==> config.mk <==
export PLATFORM = sky130hd
export DESIGN_NAME = pdl_core
export DESIGN_NICKNAME = d
export VERILOG_FILES = /design/src/verilog/pdl_share.v /design/src/verilog/pdl_core.v
export VERILOG_INCLUDE_DIRS = /design/src /design/src/verilog
export SDC_FILE = /design/constraint.sdc
export NUM_CORES = 1
export LEC_CHECK = 0
export ABC_AREA = 0
export BUFFER_PORTS_ARGS = -buffer_cell sky130_fd_sc_hd__clkbuf_2
export CORE_MARGIN = 8
export CORE_UTILIZATION = 35
export CTS_CLUSTER_DIAMETER = 120
export DETAILED_ROUTE_END_ITERATION = 8
export PLACE_DENSITY_LB_ADDON = 0.1
export SLEW_MARGIN = 10
export SYNTH_ARGS = -nofsm -noshare
export SYNTH_HDL_FRONTEND = slang
export SYNTH_SLANG_ARGS = --single-unit
export TNS_END_PERCENT = 50
==> constraint.sdc <==
create_clock -name clk -period 17.9 [get_ports clk]
set_input_delay 1.79 -clock clk [delete_from_list [all_inputs] [get_ports clk]]
set_output_delay 1.79 -clock clk [all_outputs]
set_load 0.01 [all_outputs]
==> src/verilog/pdl_map.vh <==
/*
 * Register indices, field positions, reset values and timing counts of the
 * duty-limited PWM regulation core.
 * Assumes it is included by bare name and holds definitions only.
 */
`ifndef PDL_MAP_VH
`define PDL_MAP_VH

// Register indices on the configuration port
`define PDL_REG_LIMIT    4'h0
`define PDL_REG_C0_UPPER 4'h1
`define PDL_REG_C0_LOWER 4'h2
`define PDL_REG_C1_UPPER 4'h3
`define PDL_REG_C1_LOWER 4'h4
`define PDL_REG_C2_UPPER 4'h5
`define PDL_REG_C2_LOWER 4'h6
`define PDL_REG_C3_UPPER 4'h7
`define PDL_REG_C3_LOWER 4'h8
`define PDL_REG_B1       4'h9
`define PDL_REG_B2       4'ha
`define PDL_REG_B3       4'hb
`define PDL_REG_STATUS   4'hc

// Fields of the limit register
`define PDL_LIMIT_MSB    7
`define PDL_LIMIT_LSB    2
`define PDL_CEIL_EN_BIT  1
`define PDL_FLOOR_EN_BIT 0
`define PDL_LIMIT_RST    8'he8

// Coefficient reset value
`define PDL_COEF_RST     8'h00

// One switching period in ticks: duty steps of 1/192
`define PDL_PERIOD       8'hc0
// Saturation window half width in error codes
`define PDL_WINDOW       8'h40
// Filter output scaling shift
`define PDL_SHIFT        8

`endif

==> src/verilog/pdl_share.v <==
/*
 * Digital current-share line unit: drives the shared open-drain line low
 * for as many ticks as this converter's current code and measures how long
 * the wired line stays low, which is the largest current on the line.
 * Assumes the share line comes from outside the clock domain.
 */
`timescale 1ns/1ps

module pdl_share #(
	parameter W = 8
) (
	clk,
	rst_n,
	ce,
	periodStart,
	tickCnt,
	curCode,
	shareIn,
	shareOe,
	maxCur
);
	input  wire         clk;
	input  wire         rst_n;
	input  wire         ce;
	input  wire         periodStart;
	input  wire [W-1:0] tickCnt;
	input  wire [W-1:0] curCode;
	input  wire         shareIn;
	output reg          shareOe;
	output reg  [W-1:0] maxCur;

	reg         syncA_r;
	reg         syncB_r;
	reg [W-1:0] lowCnt_r;

	////////////////////////////////////////////////////////////////////////
	// Two-stage synchroniser; only syncB_r is looked at
	always @(posedge clk) begin
		if (!rst_n) begin
			syncA_r <= 1'b1;
			syncB_r <= 1'b1;
		end else if (ce) begin
			syncA_r <= shareIn;
			syncB_r <= syncA_r;
		end
	end

	////////////////////////////////////////////////////////////////////////
	// Pull the line low while within our own current, count line low time
	always @(posedge clk) begin
		if (!rst_n) begin
			shareOe  <= 1'b0;
			lowCnt_r <= {W{1'b0}};
			maxCur   <= {W{1'b0}};
		end else if (ce) begin
			shareOe <= (tickCnt < curCode);
			if (periodStart) begin
				maxCur   <= lowCnt_r; // Largest current seen last period
				lowCnt_r <= {W{1'b0}};
			end else if (!syncB_r) begin
				lowCnt_r <= lowCnt_r + {{(W-1){1'b0}}, 1'b1};
			end
		end
	end
endmodule // pdl_share

==> src/verilog/pdl_core.v <==
/*
 * Duty-limited PWM regulation core: limit and saturation register, third
 * order compensation filter with programmable coefficients, saturation
 * feed-forward, duty clamp and digital current share.
 * Assumes the serial front end delivers register writes on the same clock,
 * the error code comes from same-clock ADC logic, and the share line is
 * an external open-drain wire (pull low when shareOe is high).
 */
// Operation
// - Duty capped at six-bit field over 192
// - Bit1 enables ceiling, bit0 floor feed-forward
// - Large transient forces duty zero or limit
// - Outside window, reach limit within one period
// - Inside window, duty follows filter proportionally
// - Third-order filter: integrator, two zeros, lowpass
// - Four numerator, three denominator programmable coefficients
// - Numerators as byte pairs, denominators single
// - Share line equalises paralleled converter currents
// - Configuration writes accepted only while off
`timescale 1ns/1ps
`include "pdl_map.vh"

module pdl_core (
	clk,
	rst_n,
	ce,
	convOn,
	regWe,
	regAddr,
	regWrData,
	errCode,
	curCode,
	shareIn,
	pwmOut,
	shareOut,
	shareOe,
	rdData,
	satActive
);
	input  wire       clk;
	input  wire       rst_n;
	input  wire       ce;
	input  wire       convOn;
	input  wire       regWe;
	input  wire [3:0] regAddr;
	input  wire [7:0] regWrData;
	input  wire [7:0] errCode;   // Signed error, positive means output low
	input  wire [7:0] curCode;   // Own output current in share ticks
	input  wire       shareIn;
	output reg        pwmOut;
	output reg        shareOut;
	output wire       shareOe;
	output reg  [7:0] rdData;
	output reg        satActive;

	localparam ST_IDLE = 2'b00;
	localparam ST_MAC  = 2'b01;
	localparam ST_DONE = 2'b10;

	reg  [7:0]         limit_r;
	reg  [7:0]         coefUp_r [0:3];
	reg  [7:0]         coefLo_r [0:3];
	reg  [7:0]         den_r    [1:3];
	reg  [7:0]         tick_r;
	reg  [7:0]         dutyNext_r;
	reg  [7:0]         dutyAct_r;
	reg  [1:0]         state_r;
	reg  [2:0]         step_r;
	reg  signed [39:0] acc_r;
	reg  signed [15:0] e0_r, e1_r, e2_r, e3_r;
	reg  signed [15:0] u1_r, u2_r, u3_r;
	reg                satHi_r, satLo_r;
	reg  signed [15:0] coefSel, sampSel;
	reg                subSel;
	reg  signed [15:0] uNew;
	reg  [7:0]         dutyFilt;
	reg  signed [9:0]  effErr;
	wire [7:0]         maxCur, limitTicks;
	wire signed [31:0] prod;
	wire signed [39:0] accShift;
	wire               periodStart;
	integer            i;

	assign limitTicks  = {2'b00, limit_r[`PDL_LIMIT_MSB:`PDL_LIMIT_LSB]};
	assign periodStart = (tick_r == 8'h00);
	assign prod        = coefSel * sampSel;
	assign accShift    = acc_r >>> `PDL_SHIFT;

	////////////////////////////////////////////////////////////////////////
	// Current share unit on the shared line
	pdl_share #(
		.W (8)
	) u_share (
		.clk         (clk),
		.rst_n       (rst_n),
		.ce          (ce),
		.periodStart (periodStart),
		.tickCnt     (tick_r),
		.curCode     (curCode),
		.shareIn     (shareIn),
		.shareOe     (shareOe),
		.maxCur      (maxCur)
	);

	////////////////////////////////////////////////////////////////////////
	// Configuration registers; a running converter ignores writes because
	// retuning the loop mid-regulation could upset the output
	always @(posedge clk) begin
		if (!rst_n) begin
			limit_r <= `PDL_LIMIT_RST;
			for (i = 0; i < 4; i = i + 1) begin
				coefUp_r[i] <= `PDL_COEF_RST;
				coefLo_r[i] <= `PDL_COEF_RST;
			end
			for (i = 1; i < 4; i = i + 1) begin
				den_r[i] <= `PDL_COEF_RST;
			end
		end else if (ce && regWe && !convOn) begin
			case (regAddr)
			`PDL_REG_LIMIT:    limit_r     <= regWrData;
			`PDL_REG_C0_UPPER: coefUp_r[0] <= regWrData;
			`PDL_REG_C0_LOWER: coefLo_r[0] <= regWrData;
			`PDL_REG_C1_UPPER: coefUp_r[1] <= regWrData;
			`PDL_REG_C1_LOWER: coefLo_r[1] <= regWrData;
			`PDL_REG_C2_UPPER: coefUp_r[2] <= regWrData;
			`PDL_REG_C2_LOWER: coefLo_r[2] <= regWrData;
			`PDL_REG_C3_UPPER: coefUp_r[3] <= regWrData;
			`PDL_REG_C3_LOWER: coefLo_r[3] <= regWrData;
			`PDL_REG_B1:       den_r[1]    <= regWrData;
			`PDL_REG_B2:       den_r[2]    <= regWrData;
			`PDL_REG_B3:       den_r[3]    <= regWrData;
			default: ;
			endcase
		end
	end

	////////////////////////////////////////////////////////////////////////
	// Registered read-back; status shows the duty in force (dutyAct_r), saturated duty included
	always @(posedge clk) begin
		if (!rst_n) begin
			rdData <= 8'h00;
		end else if (ce) begin
			case (regAddr)
			`PDL_REG_LIMIT:    rdData <= limit_r;
			`PDL_REG_C0_UPPER: rdData <= coefUp_r[0];
			`PDL_REG_C0_LOWER: rdData <= coefLo_r[0];
			`PDL_REG_C1_UPPER: rdData <= coefUp_r[1];
			`PDL_REG_C1_LOWER: rdData <= coefLo_r[1];
			`PDL_REG_C2_UPPER: rdData <= coefUp_r[2];
			`PDL_REG_C2_LOWER: rdData <= coefLo_r[2];
			`PDL_REG_C3_UPPER: rdData <= coefUp_r[3];
			`PDL_REG_C3_LOWER: rdData <= coefLo_r[3];
			`PDL_REG_B1:       rdData <= den_r[1];
			`PDL_REG_B2:       rdData <= den_r[2];
			`PDL_REG_B3:       rdData <= den_r[3];
			`PDL_REG_STATUS:   rdData <= dutyAct_r;
			default:           rdData <= 8'h00;
			endcase
		end
	end

	////////////////////////////////////////////////////////////////////////
	// Tap selection for the shared multiplier: numerators add, the
	// denominators subtract (one multiplier traded for seven clock steps)
	always @* begin
		subSel = step_r[2];
		case (step_r)
		3'h4:    coefSel = {{8{den_r[1][7]}}, den_r[1]};
		3'h5:    coefSel = {{8{den_r[2][7]}}, den_r[2]};
		3'h6:    coefSel = {{8{den_r[3][7]}}, den_r[3]};
		default: coefSel = {coefUp_r[step_r[1:0]], coefLo_r[step_r[1:0]]};
		endcase
		case (step_r)
		3'h0:    sampSel = e0_r;
		3'h1:    sampSel = e1_r;
		3'h2:    sampSel = e2_r;
		3'h3:    sampSel = e3_r;
		3'h4:    sampSel = u1_r;
		3'h5:    sampSel = u2_r;
		3'h6:    sampSel = u3_r;
		default: sampSel = 16'sh0000; // Step 7 is never accumulated
		endcase
	end

	////////////////////////////////////////////////////////////////////////
	// Filter output saturation to 16 bits, then clamp to [0, limit]
	always @* begin
		if (accShift > 40'sh0000007fff) begin
			uNew = 16'sh7fff;
		end else if (accShift < -40'sh0000008000) begin
			uNew = -16'sh8000;
		end else begin
			uNew = accShift[15:0];
		end
		if (uNew[15]) begin
			dutyFilt = 8'h00;
		end else if (uNew > {8'h00, limitTicks}) begin
			dutyFilt = limitTicks;
		end else begin
			dutyFilt = uNew[7:0]; // Proportional path inside window
		end
		// Share correction: a converter below the line maximum pushes up
		effErr = {{2{errCode[7]}}, errCode} + {2'b00, maxCur} - {2'b00, curCode};
	end

	////////////////////////////////////////////////////////////////////////
	// Switching period counter and PWM output; new duty takes hold only at
	// a period boundary so no pulse is cut short or stretched
	always @(posedge clk) begin
		if (!rst_n) begin
			tick_r    <= 8'h00;
			dutyAct_r <= 8'h00;
			pwmOut    <= 1'b0;
			shareOut  <= 1'b0;
		end else if (ce) begin
			tick_r <= (tick_r == `PDL_PERIOD - 8'h01) ? 8'h00 : tick_r + 8'h01;
			if (periodStart) begin
				dutyAct_r <= dutyNext_r;
				pwmOut    <= (dutyNext_r != 8'h00);
			end else begin
				pwmOut <= (tick_r < dutyAct_r);
			end
		end
	end

	////////////////////////////////////////////////////////////////////////
	// Per-period compensation: sample, seven MAC steps, decide duty
	always @(posedge clk) begin
		if (!rst_n) begin
			state_r    <= ST_IDLE;
			step_r     <= 3'h0;
			acc_r      <= 40'sh0;
			e0_r       <= 16'sh0;
			e1_r       <= 16'sh0;
			e2_r       <= 16'sh0;
			e3_r       <= 16'sh0;
			u1_r       <= 16'sh0;
			u2_r       <= 16'sh0;
			u3_r       <= 16'sh0;
			satHi_r    <= 1'b0;
			satLo_r    <= 1'b0;
			satActive  <= 1'b0;
			dutyNext_r <= 8'h00;
		end else if (ce) begin
			case (state_r)
			ST_IDLE: begin
				if (periodStart) begin
					e0_r    <= {{6{effErr[9]}}, effErr};
					// Window comparators on the error
					satHi_r <= limit_r[`PDL_CEIL_EN_BIT] &&
					           (effErr >= $signed({2'b00, `PDL_WINDOW}));
					satLo_r <= limit_r[`PDL_FLOOR_EN_BIT] &&
					           (effErr <= -$signed({2'b00, `PDL_WINDOW}));
					acc_r   <= 40'sh0;
					step_r  <= 3'h0;
					state_r <= ST_MAC;
				end
			end
			ST_MAC: begin
				// Sum of four numerator and three denominator taps
				acc_r  <= subSel ? acc_r - prod : acc_r + prod;
				step_r <= step_r + 3'h1;
				if (step_r == 3'h6) begin
					state_r <= ST_DONE;
				end
			end
			ST_DONE: begin
				// Shift histories; recursion on u gives integrator and lowpass
				e1_r <= e0_r;
				e2_r <= e1_r;
				e3_r <= e2_r;
				u1_r <= uNew;
				u2_r <= u1_r;
				u3_r <= u2_r;
				if (satHi_r) begin
					dutyNext_r <= limitTicks; // Straight to the limit
				end else if (satLo_r) begin
					dutyNext_r <= 8'h00; // Straight to zero
				end else begin
					dutyNext_r <= dutyFilt;
				end
				satActive <= satHi_r | satLo_r;
				state_r   <= ST_IDLE;
			end
			default: state_r <= ST_IDLE;
			endcase
		end
	end
endmodule // pdl_core

==> results of run 1 <==
==> power groups by stage <==
stage	logic, uW	registers, uW	clock network, uW
floorplan	2830	754	0
global placement	3800	782	0
detailed placement	3810	782	0
CTS	3830	768	794
global route	4260	775	818
finish	3790	770	771
==> through the flow <==
step | utilization, % | cells
2_1_floorplan | - | 3070
3_3_place_gp | 37.0 | 4037
3_5_place_dp | 37.0 | 4037
4_1_cts | 38.7 | 4104
5_1_grt | 38.7 | 4104
6_report | 38.7 | 4104
==> state kept, by name, summed over array words and instances (netlist names), 16 cells and up, named ones only <==
register / cells
u3_r: 16
acc_r: 40
u1_r: 16
den_r: 24
u2_r: 16
coefUp_r: 32
coefLo_r: 32
==> worst max-delay path: cells and delay by family (launching register included) <==
kind	cells	cell delay, ns
AOI/OAI and AO/OA	13	3.64
xor gates and xnor gates	2	0.57
adders and majority gates	9	4.45
buffers and inverters	6	0.56
DFF	1	0.35
and+or+nand+nor	11	2.83
==> synthesized netlist by cell type, drive strengths merged, types with 30 or more instances <==
cell type | n | share of area (%)
nand3 | 30 | 0.56
fa | 272 | 20
a21oi | 125 | 2.3
ha | 159 | 7.4
o21ai | 97 | 1.8
nand2 | 400 | 5.6
nor3 | 35 | 0.73
edfxtp | 88 | 9.8
a21o | 30 | 0.87
inv | 428 | 6.0
xnor2 | 70 | 2.3
clkbuf | 118 | 1.6
a21boi | 106 | 3.0
a22oi | 56 | 1.6
and2 | 109 | 2.5
xor2 | 39 | 1.3
nand2b | 42 | 0.98
dfxtp | 198 | 15
nor2 | 248 | 3.5
nor2b | 62 | 1.5
==> final cells by class <==
cell class / count / area [um^2] / share of cell area, %
multi-input cells: 2217 / 18200 / 61.8
flip-flops and latches: 286 / 6610 / 22.5
inverters: 428 / 1610 / 5.47
well taps: 1030 / 1290 / 4.39
clock buffers: 52 / 1060 / 3.62
repair buffers: 76 / 463 / 1.58
clock inverters: 15 / 184 / 0.626
==> kinds of logic (layout without fill, tap and decap cells) <==
logic type      count (synthesis)  count (layout)  share of synthesized area, %
simple gates                 1042            1042                          18.5
compound gates                604             604                          15.8
buf+inv                       567             571                          7.97
fa+ha+maj                     431             431                          27.7
flops                         286             286                          24.6
xor+xnor                      109             109                          3.58
mux                            30              30                          1.89
other cells                     1               1                        0.0140
==> final timing paths <==
check,start,endpoint,slack (ns),cells past startpoint
setup / recovery,step_r[0]$_SDFFE_PN0P_,acc_r[39]$_SDFFE_PN0P_,5.38,41
hold / removal,u3_r[1]$_SDFFE_PN0P_,u3_r[1]$_SDFFE_PN0P_,0.46,2
setup reg to reg,step_r[0]$_SDFFE_PN0P_,acc_r[39]$_SDFFE_PN0P_,5.38,41
hold reg to reg,u3_r[1]$_SDFFE_PN0P_,u3_r[1]$_SDFFE_PN0P_,0.46,2
==> layer usage <==
metal	share of wire (%)	global-route usage (%)	vias up
li1	-	-	10200
met4	2.5	4.92	0
met5	0	0	-
met1	45	25.3	10700
met2	49	34.3	485
met3	3.5	2.02	129
==> metrics.yaml, run 1 <==
worst_setup_path:
  worstSetupStartpointType: "register"
  cpMaxStageDelayCell: "ha_1"
  critPathRequiredTime_ns: 18.34
  endpoint_kind: "register"
  slowest_delay_ns: 0.63
  cp_common_cell: "fa_1"
  critPathKind: "register to register"
  crit_arrival_ns: 12.96
  cp_max_fo: 20
synthesis:
  ys_seq_area_share_pct: 24.6
  ys.flop_type: "dfxtp_1"
  syn_area_mm2: 0.0269
  synth_cell_types: 92
  synth_edf_count: 88
  avgSynthCellArea_um2: 8.75
  ys_seq_elements: 286
  syn_nets: 3535
  synthCells: 3070
  async_flop_share_pct: 0
  yosysWarnings: 0
power_and_ir_drop:
  powerDensity_mw_per_mm2: 182
  intPower_uw: 2650
  clock_power_share_pct: 14.5
  power_uw: 5330
  p_sw_share_pct: 50.2
  switchingPower_uw: 2680
  pwr-share-seq_pct: 14.4
  combPwrFrac_pct: 71.1
  peakVddDrop_v: 0.0000960
  p_leak_uw: 0.0126
cts:
  path_clk_slew_ns: 0.06
  cts-root-buf: "clkbuf_16"
  clk-insertion-delay-late_ns: 0.58
  ctsResizeCount: 0
  htreeDepth: 2
  cts_sinks: 286
  post_cts_buffers: 0
  tritoncts: "done"
  clk_path_buf_depth: 3
  postCtsHoldBufs: 0
  cts_buffers: 37
die:
  coreArea_mm2: 0.0759
  die_h_um: 293
  initial_core_util_pct: 35.4
  io_pins: 46
  std_cell_rows: 101
  dieArea_mm2: 0.0859
  die_w_um: 293
timing:
  final_max_slew_viol_count: 0
  worstMarginPinSlew_ns: 1.23
  setup_tns_ns: 0
  skew_ns: 0.0273
  min_period_over_period_pct: 69.9
  rsz0062_at_grt: "no"
  whs_ns: 0.463
  setup_viol: 0
  slew_headroom_pct: 17.2
  max_freq_mhz: 79.9
  hold_viol_final: 0
  fin_ws_ns: 5.38
  post-route-min-period_ns: 12.52
place:
  gp_congestion: 0.920
  dpl.hpwl_um: 66700
  postPlaceCellArea_mm2: 0.0281
  dpl_worst_slack_ns: 5.20
  io_buffers: 44
cells_and_area:
  stdcell_area_mm2: 0.0294
  antennaDiodeCount: 0
  final_common_cell: "inv_1"
  area_delta_synth_final_pct: 9.27
  final_cell_mix: "inv_1 (428), nand2_1 (399), fa_1 (272)"
  nFillCells: 7800
  layout-drive-gt1-share_pct: 6.64
  num-nets-final: 3511
flow_run:
  maxCapViolCount: 0
global_routing:
  track_usage_pct: 19.5
  grt_start_max_net_pins: 86
  antenna_found_initial: 0
  grt_overflow: 0
  grt_pass1_wl_um: 132000
  grt_pass1_vias: 22200
route:
  viasPerCell: 5.22
  ant_nets: 0
  initialDrtViolationCount: 1347
  wl_um: 84500
  post-route-drc-count: 0
  post_drt_wl_per_cell_um: 20.6
  firstDrtPassIters: 5
  vias: 21400
status:
  status: "complete, no violations"
worst_hold_path:
  hp-class: "register to register"
Power figures use the tool's default switching activity.
==> run 2, diff against run 1 <==
clock period = 10.14 ns   (was 17.9 ns; I/O delays follow)
==> metrics.yaml, run 2 (synthesis gave the netlist of run 1 again) <==
power_and_ir_drop:
  p_leak_uw: 0.0145  # +15%
  p_sw_share_pct: 46.1  # -4.1 points
  power_uw: 12400  # +130%
  intPower_uw: 6660  # +150%
  combPwrFrac_pct: 78.5  # +7.4 points
  peakVddDrop_v: 0.000288  # +200%
  powerDensity_mw_per_mm2: 374  # +110%
  switchingPower_uw: 5690  # +110%
  pwr-share-seq_pct: 11.1  # -3.3 points
  clock_power_share_pct: 10.4  # -4.1 points
global_routing:
  use_met1_pct: 25.2  # -0.12 points
  antenna_found_initial: 0  # unchanged
  track_usage_pct: 20.1  # +0.61 points
  grt_start_max_net_pins: 92  # +7.0%
  grt_overflow: 0  # unchanged
  use_met2_pct: 36.2  # +1.9 points
  grt_pass1_vias: 23500  # +5.7%
  grt_pass1_wl_um: 136000  # +3.2%
  use_met3_pct: 2.17  # +0.15 points
  grt_busiest_layer: "met2"
timing:
  hold_viol_final: 0  # unchanged
  setup_viol: 1  # +1
  slew_headroom_pct: 16.7  # -0.57 points
  fin_ws_ns: -0.0741  # -5.45 ns
  final_max_slew_viol_count: 0  # unchanged
  skew_ns: 0.0288  # +0.00144 ns
  min_period_over_period_pct: 101  # +31 points
  whs_ns: 0.465  # +0.00162 ns
  worstMarginPinSlew_ns: 1.24  # +0.00845 ns
  rsz0062_at_grt: "yes"
  post-route-min-period_ns: 10.21  # -2.31 ns
  max_freq_mhz: 97.9  # +23%
die:
  std_cell_rows: 101  # unchanged
  coreArea_mm2: 0.0759  # unchanged
  dieArea_mm2: 0.0859  # unchanged
  die_h_um: 293  # unchanged
  die_w_um: 293  # unchanged
  initial_core_util_pct: 35.4  # unchanged
  io_pins: 46  # unchanged
route:
  post_drt_wl_per_cell_um: 19.9  # -3.2%
  wl_um: 88500  # +4.7%
  post-route-drc-count: 0  # unchanged
  firstDrtPassIters: 7  # +2
  ant_nets: 0  # unchanged
  vias: 22800  # +6.4%
  initialDrtViolationCount: 1620  # +20%
  viasPerCell: 5.14  # -1.6%
worst_setup_path:
  critPathRequiredTime_ns: 10.57  # -7.77 ns
  endpoint_kind: "register"
  cpMaxStageDelayCell: "or4_4"
  rr_startpoint: "step_r[1]$_SDFFE_PN0P_"
  crit_arrival_ns: 10.64  # -2.32 ns
  critPathKind: "register to register"
  slowest_delay_ns: 0.58  # -0.05 ns
  r2r_cells: 41  # unchanged
  worstSetupStartpointType: "register"
  cp_common_cell: "fa_1"
  rrSetupSlack_ns: -0.07  # -5.45 ns
  cp_max_fo: 16  # -20%
  reg2reg_to: "acc_r[39]$_SDFFE_PN0P_"
place:
  placedCellCount: 4333  # +7.3%
  io_buffers: 44  # unchanged
  postPlaceCellArea_mm2: 0.0307  # +9.1%
  dpl.hpwl_um: 70300  # +5.4%
  gp_congestion: 0.935  # +1.6%
cells_and_area:
  num-nets-final: 3850  # +9.7%
  stdcell_area_mm2: 0.0331  # +13%
  final_cells: 4437  # +8.1%
  final_common_cell: "inv_1"
  regMostFlops: "acc_r"
  area_delta_synth_final_pct: 23.1
  largest_reg_flops: 40  # unchanged
  final_cell_mix: "inv_1 (418), nand2_1 (394), buf_4 (336)"
  layout-drive-gt1-share_pct: 20.0  # +13 points
  reg_top3: "acc_r x40, coefLo_r x32, coefUp_r x32"
  nFillCells: 7461  # -4.3%
  antennaDiodeCount: 0  # unchanged
cts:
  cts-root-buf: "clkbuf_16"
  path_clk_slew_ns: 0.06  # about the same
  tritoncts: "done"
  clk-insertion-delay-late_ns: 0.57  # about the same
  clk_path_buf_depth: 3  # unchanged
  cts_buffers: 36  # -2.7%
  htreeDepth: 2  # unchanged
  cts_sinks: 286  # unchanged
  postCtsHoldBufs: 0  # unchanged
worst_hold_path:
  hold_path_depth: 2  # unchanged
  hold_path_startpoint: "u3_r[13]$_SDFFE_PN0P_"
  hp-class: "register to register"
  hold_end: "u3_r[13]$_SDFFE_PN0P_"
flow_run:
  maxCapViolCount: 0  # unchanged
status:
  status: "complete, but fails checks"
  violations: "setup timing"
-- run 2: cell types whose count changed in the layout (fill, tap and decap cells not counted), sizes merged --
cell	delta
bufbuf	+1
clkinvlp	-3
buf	+338
clkbuf	-4
bufinv	-1
inv	-2
clkinv	+4
-- run 2: worst max path at each step --
stage / from / to / slack [ns]
floorplan: step_r[1]$_SDFFE_PN0P_ / acc_r[39]$_SDFFE_PN0P_ / 0.004
global placement: step_r[1]$_SDFFE_PN0P_ / acc_r[39]$_SDFFE_PN0P_ / -0.33
detailed placement: step_r[0]$_SDFFE_PN0P_ / acc_r[37]$_SDFFE_PN0P_ / -0.48
CTS: step_r[1]$_SDFFE_PN0P_ / acc_r[39]$_SDFFE_PN0P_ / -0.07
global route: step_r[1]$_SDFFE_PN0P_ / acc_r[39]$_SDFFE_PN0P_ / -0.45
finish: step_r[1]$_SDFFE_PN0P_ / acc_r[39]$_SDFFE_PN0P_ / -0.07
-- run 2: power groups by stage --
stage / sequential (uW) / clock [uW] / combinational [uW]
finish: 1370 / 1290 / 9700
global route: 1370 / 1360 / 10600
CTS: 1360 / 1320 / 9090
detailed placement: 1380 / 0 / 8670
global placement: 1380 / 0 / 8560
floorplan: 1330 / 0 / 5070
-- run 2: worst max-delay path: cells and delay by family, from the launching register on --
kind,cells,cell delay (ns)
fa+ha+maj,9,3.74
simple gates,10,2.57
buf+inv,9,0.92
compound gates,10,2.12
flops,1,0.34
xor+xnor,3,0.38
-- run 2: timing repair --
item,in CTS,in global routing
buffers inserted,19,22
cloned,2,1
gates resized for setup,58,129
setup endpoints to repair,10,16
pin swaps,43,66
-- run 2: layout make-up --
class / instances / area (um^2) / share of cell area [%]
Multi-Input combinational cell: 2217 / 19100 / 57.7
Sequential cell: 286 / 6610 / 20.0
Timing Repair Buffer: 416 / 3310 / 10.0
Inverter: 428 / 1610 / 4.86
Tap cell: 1030 / 1290 / 3.90
Clock buffer: 47 / 1000 / 3.03
Clock inverter: 13 / 155 / 0.469
-- run 2: stage by stage --
stage                     setup slack (ns)  utilization [%]  TNS [ns]
after floorplan                    0.00385                -         0
after global placement              -0.332             40.4     -1.65
after detailed placement            -0.484             40.4     -2.59
after CTS                          -0.0720             42.5    -0.120
after global routing                -0.448             43.5     -2.03
final                              -0.0741             43.5   -0.0741
-- run 2: per-layer routing --
| layer | vias to the layer above | wire length [um] |
|---|---|---|
| met5 | - | 0 |
| met2 | 521 | 44400 |
| met1 | 11300 | 38500 |
| met3 | 127 | 3150 |
| li1 | 10800 | - |
| met4 | 0 | 2430 |
==> run 3, diff against run 2 <==
CELL_PAD_IN_SITES_DETAIL_PLACEMENT = 0   (was not set)
CELL_PAD_IN_SITES_GLOBAL_PLACEMENT = 1   (was not set)
==> metrics.yaml, run 3 (synthesis gave the netlist of run 1 again) <==
place:
  gp_congestion: 0.893  # -4.5%
  dpl.hpwl_um: 71600  # +1.9%
  io_buffers: 44  # unchanged
cts:
  tritoncts: "done"
  cts_sinks: 286  # unchanged
  clk-insertion-delay-late_ns: 0.56  # about the same
  postCtsHoldBufs: 0  # unchanged
  cts-root-buf: "clkbuf_16"
  htreeDepth: 2  # unchanged
  cts_buffers: 37  # +2.8%
  path_clk_slew_ns: 0.06  # about the same
  clk_path_buf_depth: 3  # unchanged
cells_and_area:
  regMostFlops: "acc_r"
  reg_top3: "acc_r x40, coefLo_r x32, coefUp_r x32"
  area_delta_synth_final_pct: 24.0
  final_common_cell: "inv_1"
  final_core_util_pct: 43.9  # +0.31 points
  final_cell_mix: "inv_1 (422), nand2_1 (393), buf_4 (363)"
  num-nets-final: 3877  # +0.70%
  nFillCells: 7449  # -0.16%
  largest_reg_flops: 40  # unchanged
  layout-drive-gt1-share_pct: 20.5  # +0.52 points
worst_setup_path:
  critPathRequiredTime_ns: 10.56  # about the same
  worstSetupStartpointType: "register"
  cpMaxStageDelayCell: "or4_4"
  path_delay_family: "adder cells"
  crit_arrival_ns: 10.62  # -0.02 ns
  endpoint_kind: "register"
  critPathKind: "register to register"
  cp_max_fo: 7  # -9
  path_buf_inv: 9  # unchanged
  cp_common_cell: "fa_1"
  slowest_delay_ns: 0.56  # -0.02 ns
global_routing:
  grt_pass1_wl_um: 138000  # +1.4%
  grt_overflow: 0  # unchanged
  grt_start_max_net_pins: 98  # +6.5%
  track_usage_pct: 20.3  # +0.27 points
  antenna_found_initial: 0  # unchanged
  grt_pass1_vias: 23700  # +0.82%
timing:
  final_max_slew_viol_count: 0  # unchanged
  post-route-min-period_ns: 10.20  # -0.0160 ns
  hold_viol_final: 0  # unchanged
  worstMarginPinSlew_ns: 1.20  # -0.0339 ns
  min_period_over_period_pct: 101  # -0.16 points
  rsz0062_at_grt: "yes"
  fin_ws_ns: -0.0581  # +0.0160 ns
  slew_headroom_pct: 18.9  # +2.3 points
  setup_viol: 1  # unchanged
  max_freq_mhz: 98.1  # +0.16%
  skew_ns: 0.0261  # -0.00264 ns
  whs_ns: 0.467  # +0.00222 ns
route:
  ant_nets: 0  # unchanged
  post_drt_wl_per_cell_um: 20.0  # about the same
  post-route-drc-count: 0  # unchanged
  vias: 22700  # -0.52%
  wl_um: 89200  # +0.77%
  initialDrtViolationCount: 1280  # -21%
  firstDrtPassIters: 5  # -2
  viasPerCell: 5.07  # -1.2%
die:
  coreArea_mm2: 0.0759  # unchanged
  die_h_um: 293  # unchanged
  dieArea_mm2: 0.0859  # unchanged
  initial_core_util_pct: 35.4  # unchanged
  io_pins: 46  # unchanged
  std_cell_rows: 101  # unchanged
  die_w_um: 293  # unchanged
power_and_ir_drop:
  powerDensity_mw_per_mm2: 371  # -0.65%
  p_leak_uw: 0.0146  # +0.86%
  peakVddDrop_v: 0.000269  # -6.7%
status:
  violations: "setup timing"
  status: "complete, but fails checks"
flow_run:
  maxCapViolCount: 0  # unchanged
worst_hold_path:
  hp-class: "register to register"
[run 3: what timing repair did]
action / CTS / global route
resized for setup: 104 / 61
gates cloned: 2 / 1
pin swaps: 85 / 49
buffers inserted: 31 / 13
hold endpoints to repair: 0 / 0
endpoints found under the setup margin: 10 / 15
[run 3: final timing paths]
| check | start | end | slack (ns) | cells past startpoint |
|---|---|---|---|---|
| hold reg to reg | u_share.maxCur[7]$_SDFFE_PN0P_ | u_share.maxCur[7]$_SDFFE_PN0P_ | 0.47 | 2 |
| hold / removal | u_share.maxCur[7]$_SDFFE_PN0P_ | u_share.maxCur[7]$_SDFFE_PN0P_ | 0.47 | 2 |
| setup / recovery | step_r[0]$_SDFFE_PN0P_ | acc_r[39]$_SDFFE_PN0P_ | -0.06 | 42 |
| setup reg to reg | step_r[0]$_SDFFE_PN0P_ | acc_r[39]$_SDFFE_PN0P_ | -0.06 | 42 |
[run 3: final cells by class]
class,instances,area [um^2],share of cell area [%]
Antenna cell,1,2.50,0.00751
Clock buffer,50,1040,3.11
Clock inverter,15,214,0.642
Inverter,428,1610,4.83
Multi-Input combinational cell,2217,19000,57.1
Sequential cell,286,6610,19.8
Tap cell,1030,1290,3.87
Timing Repair Buffer,442,3530,10.6
[run 3: metrics by stage]
step / cell area [um^2] / std cells / setup TNS, ns / worst slack [ns] / total power [uW]
3_3_place_gp: 30900 / 4358 / -0.972 / -0.308 / 10100
3_5_place_dp: 30900 / 4358 / -1.88 / -0.504 / 10200
6_report: 33300 / 4469 / -0.0581 / -0.0581 / 12400
4_1_cts: 32900 / 4455 / 0 / 0.0110 / 12100
5_1_grt: 33300 / 4468 / -2.64 / -0.424 / 13400
2_1_floorplan: 27100 / 3070 / 0 / 0.00385 / 6400
[run 3: worst register-to-register path: cells and delay by family, from the launching register on]
kind	cells	cell delay (ns)
xor+xnor	2	0.26
fa+ha+maj	9	3.81
compound gates	11	2.34
simple gates	11	2.36
flops	1	0.32
buf+inv	9	0.96
[run 3: routing by layer]
metal  global-route usage (%)  wire length, um  part of all wire [%]  up-vias
met3                     2.05             2920                   3.3       98
met2                     36.7            44600                    50      403
met1                     26.1            39700                    44    11300
li1                         -                -                     -    10900
met4                     4.53             1970                   2.2        0
met5                        0                0                     0        -
[run 3: where the power goes]
group / internal, uW / switching [uW]
registers: 1260 / 94.9
logic: 4610 / 5020
clock network: 823 / 551
